### config.mk
export PLATFORM = sky130hd
export DESIGN_NAME = tlp_link_partner
export DESIGN_NICKNAME = d
export VERILOG_FILES = /design/src/tlp_chk_pkg.sv /design/src/tlp_link_partner.sv
export SDC_FILE = /design/constraint.sdc
export NUM_CORES = 1
export LEC_CHECK = 0
export BUFFER_PORTS_ARGS = -buffer_cell sky130_fd_sc_hd__buf_2
export CORE_ASPECT_RATIO = 1.2
export CORE_MARGIN = 5
export CORE_UTILIZATION = 51
export CTS_CLUSTER_DIAMETER = 100
export DETAILED_ROUTE_END_ITERATION = 8
export GPL_TIMING_DRIVEN = 0
export PLACE_DENSITY = 0.8
export SYNTH_ARGS = -nofsm -noshare
export SYNTH_HDL_FRONTEND = slang
export SYNTH_SLANG_ARGS = --single-unit
### constraint.sdc
create_clock -name clk_sys -period 2.2 [get_ports clk_sys]
set_input_delay 0.44 -clock clk_sys [delete_from_list [all_inputs] [get_ports clk_sys]]
set_output_delay 0.44 -clock clk_sys [all_outputs]
set_load 0.02 [all_outputs]
### src/tlp_chk_pkg.sv
// Shared types and constants of the received-packet error checker.
// Assumes a 40 MHz core clock and a link front end that has already framed each packet.
package tlp_chk_pkg;

  // Header fields of one received packet, as framed by the link front end.
  typedef struct packed {
    logic [2:0] fmt;
    logic [4:0] ftype;
    logic [2:0] tc;
    logic td;
    logic [9:0] len;
    logic [11:0] addr;
    logic [3:0] first_be;
    logic [3:0] last_be;
    logic [15:0] req_id;
    logic [7:0] tag;
    logic [2:0] cpl_status;
    logic [7:0] msg_code;
  } tlp_hdr_t;

  // Request issued by the application, remembered until its completion returns.
  typedef struct packed {
    logic [7:0] tag;
    logic is_cfg;
    logic is_io;
  } req_info_t;

  // Credits advertised for one credit class (posted, non-posted, completion).
  typedef struct packed {
    logic [7:0] hdr;
    logic [11:0] data;
  } credit_t;

  // Error status bit positions.
  localparam int ERR_W = 6;
  localparam int E_CPL_TIMEOUT = 0;
  localparam int E_CPL_ABORT = 1;
  localparam int E_UNEXP_CPL = 2;
  localparam int E_RX_OVERFLOW = 3;
  localparam int E_FC_FAULT = 4;
  localparam int E_MALFORMED = 5;
  localparam logic [5:0] FATAL_MASK = 6'h38;
  localparam logic [5:0] ERR_RESET = 6'h00;

  // Application error report bit positions.
  localparam int REP_TIMEOUT = 0;
  localparam int REP_ABORT = 2;

  // Credit classes.
  localparam int CC_POSTED = 0;
  localparam int CC_NONPOSTED = 1;
  localparam int CC_CPL = 2;

  // Field encodings.
  localparam logic [4:0] T_MEM = 5'h00;
  localparam logic [4:0] T_MEMLK = 5'h01;
  localparam logic [4:0] T_IO = 5'h02;
  localparam logic [4:0] T_CFG0 = 5'h04;
  localparam logic [4:0] T_CFG1 = 5'h05;
  localparam logic [4:0] T_CPL = 5'h0A;
  localparam logic [4:0] T_CPLLK = 5'h0B;
  localparam logic [2:0] CPL_CRS = 3'h2;
  localparam logic [2:0] TC_DEFAULT = 3'h0;
  localparam logic [10:0] MAX_IO_CPL_DW = 11'h001;
  localparam logic [11:0] PAGE_DW = 12'h400;
  localparam logic [3:0] HDR3_DW = 4'h3;
  localparam logic [3:0] HDR4_DW = 4'h4;
  localparam logic [10:0] MPS_BASE_DW = 11'h020;

  // Flow-control update watchdog.
  localparam int FC_TIMEOUT_US = 200;
  localparam int CLK_MHZ = 40;
  localparam int FC_TIMEOUT_CYC = FC_TIMEOUT_US * CLK_MHZ;

endpackage

### src/tlp_link_partner.sv
// Link partner model: sends credit updates and advertises credits per class.
// Assumes one core clock; the bench decides when it falls silent or starves posted credits.
`timescale 1ns/1ps
module tlp_link_partner #(
  parameter int GAP = 8
) (
  // Clock and reset.
  input wire logic clk_sys,
  input wire logic rst_n,
  // Bench controls.
  input wire logic silent,
  input wire logic starve,
  // Link side.
  output logic fc_update,
  output tlp_chk_pkg::credit_t rx_credit [3]
);
  int gap;

  // An update every GAP cycles; a silent partner sends none, as a stalled link would.
  always_ff @(posedge clk_sys or negedge rst_n) begin
    if (!rst_n) begin
      gap <= 0;
      fc_update <= 1'b0;
    end else begin
      gap <= (gap == GAP - 1) ? 0 : gap + 1;
      fc_update <= !silent && (gap == GAP - 1);
    end
  end

  // Starving zeroes posted header credits so that any posted packet overruns.
  assign rx_credit[0] = '{hdr: starve ? 8'h00 : 8'hFF, data: 12'hFFF};
  assign rx_credit[1] = '{hdr: 8'hFF, data: 12'hFFF};
  assign rx_credit[2] = '{hdr: 8'hFF, data: 12'hFFF};
endmodule
==> key figures, run 1 <==
Timing
  • Fin crit period: 1.85 ns
  • Setup violations, final: 0
  • RSZ-0062 raised after global routing: false
  • Max frequency: 0.541 GHz
  • Slew HR: 45.5%
  • Min Hold Slack: 0.200 ns
  • Setup Skew: 0.00895 ns
  • Setup TNS: 0 ns
  • Count of final hold-check violations: 0
  • Final worst path period share: between 80% and 90%
  • Worst slew pin tran: 0.810 ns
  • Final Max Slew Viols: 0

Critical path
  • Crit-path max FO: 5
  • Internal reg-to-reg setup slack: 0.35 ns
  • Worst path arrival time: 2.02 ns
  • CP endpoint kind: register
  • Reg2reg end: gap[1]
  • Critical path class: register to register
  • Worst Path Required: 2.37 ns
  • Register-to-Register Path Depth: 4
  • Setup crit start kind: register
  • Worst r2r src: gap[25]

Routing
  • Routed len/inst: 11.5 um
  • Routed vias/inst: ~4.3
  • DRT antenna net count: 0
  • Via Count: between 1000 and 1500
  • WL final: 3690 um
  • Iter 0 DRT Violations: 52
  • # DRC: 0
  • Drt first pass iters: 4

Floorplan
  • Die H: 78.5 um
  • Die ar.: 5270 sq um
  • Chip Width: 67.1 um
  • Core Footprint: around 3900 sq um
  • Initial Util: 51.5%
  • Core Rows: 25
  • # IOs: 65

CTS
  • CTS Buf Count: 5
  • Setup bufs post-CTS: 0
  • CTS clk-pin slew, worst paths: ~0.070 ns
  • Hold-fix buffers, CTS: 0
  • Clk Latency, worst-skew pair: between 0.2 and 0.3 ns
  • H-tree depth: 2
  • CTS Root Cell: clkbuf_8
  • CTS tree: done
  • Clk sinks: 33
  • Max Buffers Root-to-Sink: 2
  • CTS resizes: 0

Yosys
  • Post-synthesis sequential area ratio: 41.4%
  • Synth Area in Compound Gates: 0%
  • Post-Syn Area: 2000 sq um
  • Largest family of logic cells by synthesized area: buffers and inverters
  • Area share of and/or/nand/nor cells after synthesis: 21.7%
  • Synth Area in Adders: 0.627%
  • Post-synthesis xor/xnor area fraction: 13.2%
  • Post-synthesis mux area share: 0%
  • Avg Cell Area, Syn: 10.1 sq um
  • Yosys reg bits: 33
  • YS warnings: 0
  • Netlist cell types: 26
  • Syn Inst Count: 197

GRT
  • Grt total ovfl: 0
  • Initial antenna violation count: 0
  • Largest net degree at the start of global routing: 34
  • GRT Util Overall: 15.3%
  • First-pass GRT wire length: 6030 um
  • Vias in the first global route: 1292

Cells and area
  • ANT cells: 0
  • Layout cell share with drive strength beyond 1: 33.6%
  • Layout Nets: 272
  • Syn-to-layout area delta: 22.0%
  • Fill cell count: 343

Outcome
  • Status: finished clean

Job
  • Max Cap Viol: 0

Place
  • DPL Wire Length: 2830 um
  • RD Place Congestion: 0.821
  • Port Buffers: 12

Power and ir drop
  • Maximum vdd ir drop: 0.273 mV
  • Cell Pwr Density: 575 nW/um^2
  • Lkg Pwr: 1.22 nW

Hold path
  • Hold WC Path Type: primary input to asynchronous set/reset pin
-- metrics by stage --
step           power, mW  instance area, sq um  utilization, %  cells  setup slack (ns)
2_1_floorplan      0.787                  2190               -    248             0.486
3_3_place_gp       0.808                  2320            59.7    314             0.383
3_5_place_dp       0.809                  2320            59.7    314             0.349
4_1_cts             1.40                  2440            62.8    322             0.341
5_1_grt             1.46                  2440            62.8    322             0.279
6_report            1.40                  2440            62.8    322             0.352
-- critical path, stage by stage, from the launching register on --
cell and delay (ns):
dfrtp_1 0.42, or4_1 0.53, or4_4 0.44, nor3_2 0.25, nor2b_1 0.08
-- power breakdown --
group | leakage [nW] | total, mW | internal, mW | switching (mW)
combinational | 0.702 | 0.196 | 0.0761 | 0.120
sequential | 0.457 | 0.606 | 0.606 | 0
clock | 0.0574 | 0.598 | 0.368 | 0.230
-- per-layer routing --
layer	wire length [um]	track usage (%)	vias to the layer above
met2	1850	24.7	46
met5	0	0	-
met3	212	4.72	9
met1	1530	18.0	649
met4	96	7.51	0
li1	-	-	691
-- cell usage in the layout, fill, tap and decap left out --
cell and instances:
dfrtp_1 33, conb_1 52, nand4_1 9, nand4_2 1, nor4_4 1, nor4_1 7, inv_1 4, bufinv_16 1
nand2_1 8, nor3_1 3, or2_1 1, xor2_1 7, nand3_2 1, and3_2 1, buf_4 59, or4_4 1
nor4_2 2, buf_2 12, or4_1 1, and3_1 3, ha_1 1, nor2_1 10, nor2b_1 1, and4_2 1
nor3_2 2, nand2_8 1, nand3_1 15, clkbuf_8 6, xnor2_1 23, clkinvlp_4 1
-- cell families (layout without fill, tap and decap cells) --
logic type | count (synthesis) | count (layout)
simple gates | 69 | 69
buf+inv | 63 | 83
flops | 33 | 33
xor+xnor | 30 | 30
fa+ha+maj | 1 | 1
other cells | 1 | 52
-- synth_stat cells (all sizes together) --
master,instances,area [sq um]
nand4,10,68.8
nor3,5,35.0
nor2b,1,6.26
or2,1,6.26
ha,1,12.5
nand2,9,50.1
and4,1,10.0
nand3,16,85.1
buf,59,443
or4,2,18.8
inv,4,15.0
dfrtp,33,826
nor2,10,37.5
xnor2,23,201
conb,1,3.75
xor2,7,61.3
and3,4,26.3
nor4,10,90.1
-- sequential cells by signal, indices dropped and copies added (netlist names) --
name,cells
gap,32
fc_update,1
-- area by class of cell --
class,count,area [sq um],share of cell area (%)
inverters,4,15.0,0.616
clock buffers,6,82.6,3.39
clock inverters,2,37.5,1.54
well taps,54,67.6,2.77
multi-input cells,152,905,37.1
plain buffers,59,443,18.2
flip-flops and latches,33,826,33.9
repair buffers,12,60.1,2.47
-- worst max path at each step --
stage	from	end	slack [ns]	cells past startpoint
final	gap[25]	gap[1]	0.35	4
after global placement	gap[25]	gap[3]	0.38	4
after global routing	gap[8]	gap[31]	0.28	4
after CTS	gap[25]	gap[1]	0.34	4
after floorplan	gap[25]	gap[3]	0.49	4
after detailed placement	gap[25]	gap[1]	0.35	4
(Power assumes the default switching activity.)
==> inputs of run 2 (changes only) <==
--- a/config.mk
+++ b/config.mk
@@ -5,14 +5,15 @@
 export SDC_FILE = /design/constraint.sdc
 export NUM_CORES = 1
 export LEC_CHECK = 0
+export ABC_AREA = 1
 export BUFFER_PORTS_ARGS = -buffer_cell sky130_fd_sc_hd__buf_2
 export CORE_ASPECT_RATIO = 1.2
 export CORE_MARGIN = 5
-export CORE_UTILIZATION = 51
+export CORE_UTILIZATION = 48
 export CTS_CLUSTER_DIAMETER = 100
 export DETAILED_ROUTE_END_ITERATION = 8
 export GPL_TIMING_DRIVEN = 0
-export PLACE_DENSITY = 0.8
+export PLACE_DENSITY = 0.77
 export SYNTH_ARGS = -nofsm -noshare
 export SYNTH_HDL_FRONTEND = slang
 export SYNTH_SLANG_ARGS = --single-unit
==> constraint.sdc (replaced) <==
create_clock -name clk_sys -period 1.6 [get_ports clk_sys]
set_input_delay 0.32 -clock clk_sys [delete_from_list [all_inputs] [get_ports clk_sys]]
set_output_delay 0.32 -clock clk_sys [all_outputs]
set_load 0.02 [all_outputs]
==> run 2 against run 1 <==
Effect of this change: count of clock-buffer cells in the layout is the same; worst setup slack lost 0.18 ns; total power grew 37%; non-clock buffer count is the same; synthesized area grew 23%; routed wire length grew 23%; sequential cell count is the same; sequential share of layout area shrank 5.4 points; critical endpoint is now gap[22]; highest routed layer unchanged.
==> key figures, run 2 <==
Yosys
  • Post-Syn Area: 2460 sq um
  • Largest family of logic cells by synthesized area: simple AND/OR/NAND/NOR gates
  • Cell taking the most area after synthesis: dfrtp_1
  • Post-synthesis sequential area ratio: between 30% and 40%
  • Top cells by count, synth: nand2_1, buf_4, inv_1
  • Netlist cell types: 20
  • FFs w/ async S/R, synth: 100%
  • Yosys reg bits: 33
  • Area share of and/or/nand/nor cells after synthesis: 34.3%
  • Count leader, synth: nand2_1
  • Post-synthesis xor/xnor area fraction: 5.71%
  • Syn Inst Count: 335
  • Avg Cell Area, Syn: approximately 7.3 sq um
  • Top cells by area, synth: dfrtp_1, buf_4, nand2_1
  • Synth Area in Compound Gates: 0%
  • YS warnings: 0
  • Post-synth top area share: around a third
  • Synth Area in Adders: 0.509%
  • Top FF cell, synth: dfrtp_1
  • Post-synth EDFFs: 0
  • Post-synthesis mux area share: 0%

CTS
  • Clk sinks: 33
  • Max Buffers Root-to-Sink: 2
  • CTS Buf Count: 5
  • CTS clk-pin slew, worst paths: ~0.07 ns
  • H-tree depth: 2
  • CTS resizes: 0
  • Clk Latency, worst-skew pair: 0.28 ns
  • Setup bufs post-CTS: 0
  • CTS tree: done
  • Hold-fix buffers, CTS: 0
  • CTS Root Cell: clkbuf_8

Floorplan
  • Core Footprint: 4940 sq um
  • Die H: 88.4 um
  • Initial Util: 49.7%
  • Core Rows: 28
  • # IOs: 65
  • Chip Width: 75.3 um
  • Die ar.: around 6700 sq um

Cells and area
  • Fill cell count: ~470
  • Commonest non-fill, non-tap cell in the layout: nand2_1
  • Most flops, register: gap
  • Largest register FFs: 32
  • Biggest regs: gap x32, fc_update x1
  • Multi-input gate area: 1190 sq um
  • Most frequent cells in the layout: nand2_1, buf_4, conb_1
  • Syn-to-layout area delta: 18.2%
  • Layout Nets: between 400 and 500
  • Layout cell share with drive strength beyond 1: a little over a quarter
  • FF+latch area: 826 sq um
  • ANT cells: 0

Outcome
  • Status: finished clean

Routing
  • # DRC: 0
  • DRT antenna net count: 0
  • Routed len/inst: 9.74 um
  • Drt first pass iters: 4
  • Via Count: 1880
  • WL final: 4540 um
  • Iter 0 DRT Violations: 42
  • Routed vias/inst: 4.03

Place
  • DPL Wire Length: 3690 um
  • Place WS: around 0.16 ns
  • Port Buffers: 12
  • RD Place Congestion: ~0.92

Timing
  • Setup violations, final: 0
  • Count of final hold-check violations: 0
  • Slew HR: 52.1%
  • Setup TNS: 0 ns
  • Setup Skew: roughly 0.0044 ns
  • Worst slew pin tran: 0.719 ns
  • Final Max Slew Viols: 0
  • Max frequency: 0.699 GHz
  • Fin crit period: 1.43 ns
  • Min setup slack post-route: 0.169 ns
  • Final worst path period share: between 80% and 90%
  • RSZ-0062 raised after global routing: false

Power and ir drop
  • Lkg Pwr: 1.71 nW
  • Cell Pwr Density: 660 nW/um^2
  • Maximum vdd ir drop: 0.561 mV

Critical path
  • Worst Path Required: 1.78 ns
  • End of the critical path: gap[22]
  • CP startpoint: gap[0]
  • Worst r2r src: gap[0]
  • Reg2reg end: gap[22]
  • Setup crit start kind: register
  • Critical Path Max Stage Delay: 0.38 ns
  • CP Cell Sequence: ha_1 > nand2_2 > nor2_8 > nand2_2 > nor2_4 > nand3_1 > nand2_1 > inv_1
  • Register-to-Register Path Depth: 8
  • Critical path class: register to register
  • Slowest cell on the critical path: dfrtp_1
  • Worst path arrival time: about 1.6 ns
  • Crit-path max FO: 5
  • Most used cell, CP: nand2_2
  • CP endpoint kind: register
  • Internal reg-to-reg setup slack: 0.17 ns

GRT
  • First-pass GRT wire length: 7350 um
  • GRT Util Overall: 14.3%
  • Met3 usage: 3.18%
  • Met1 Use GR: 16.5%
  • Grt total ovfl: 0
  • Largest net degree at the start of global routing: 34
  • Vias in the first global route: 1715
  • GRT busiest layer: met2
  • Initial antenna violation count: 0
  • Met2 GRT Util: between 20% and 30%

Hold path
  • Hold WC Path Type: primary input to asynchronous set/reset pin

Job
  • Max Cap Viol: 0
## run 2: cell types whose count changed in the layout (fill, tap and decap cells not counted), sizes merged, moves of 9 or more
cell | before | now
inv | 4 | 49
nand2 | 9 | 94
nand4 | 10 | 1
nor2 | 10 | 60
nor4 | 10 | 0
xnor2 | 23 | 8
## run 2: power breakdown
group | leakage, nW | switching (mW) | total [mW] | internal [mW]
Clock | 0.0574 | 0.308 | 0.814 | 0.506
Combinational | 1.20 | 0.162 | 0.267 | 0.105
Sequential | 0.457 | 0 | 0.834 | 0.834
## run 2: cells by family after synthesis
| kind of cell | after synthesis |
|---|---|
| buffers and inverters | 109 |
| flip-flops | 33 |
| other | 1 |
| adder cells (fa/ha/maj) | 1 |
| XOR/XNOR | 16 |
| AND/OR/NAND/NOR | 175 |
## run 2: per-layer routing
metal	vias up	part of all wire [%]
met3	8	8.0
met4	0	1.1
met5	-	0
met1	806	41
met2	53	50
li1	1013	-
## run 2: how the worst min path moves through the flow
stage,start,end,cells past startpoint
after floorplan,rst_n,fc_update,0
after global placement,rst_n,gap[23],1
after global routing,rst_n,fc_update,1
after CTS,rst_n,gap[23],1
after detailed placement,rst_n,gap[23],1
final,rst_n,gap[22],1
## run 2: cell type report
type	instances	area share (%)
tap	60	2.59
sequential	33	28.4
clock buffer	6	2.84
buffer	59	15.3
inverter	50	6.47
clock inverter	2	1.29
timing repair buffer	12	2.07
multi-input combinational	244	41.0
## run 2: through the flow
stage	hold slack [ns]	power [mW]	cells	util, %	cell area, sq um
5_1_grt	0.158	1.99	466	58.8	2900
6_report	0.0876	1.91	466	58.8	2900
3_5_place_dp	0.430	1.11	458	56.3	2780
2_1_floorplan	0.0244	1.08	386	-	2650
3_3_place_gp	0.409	1.11	458	56.3	2780
4_1_cts	0.120	1.93	466	58.8	2900
## run 2: critical path: cells and delay by family (launching register included)
family        cells  cell delay [ns]
simple gates      6             0.74
flops             1             0.38
fa+ha+maj         1             0.19
buf+inv           1             0.03
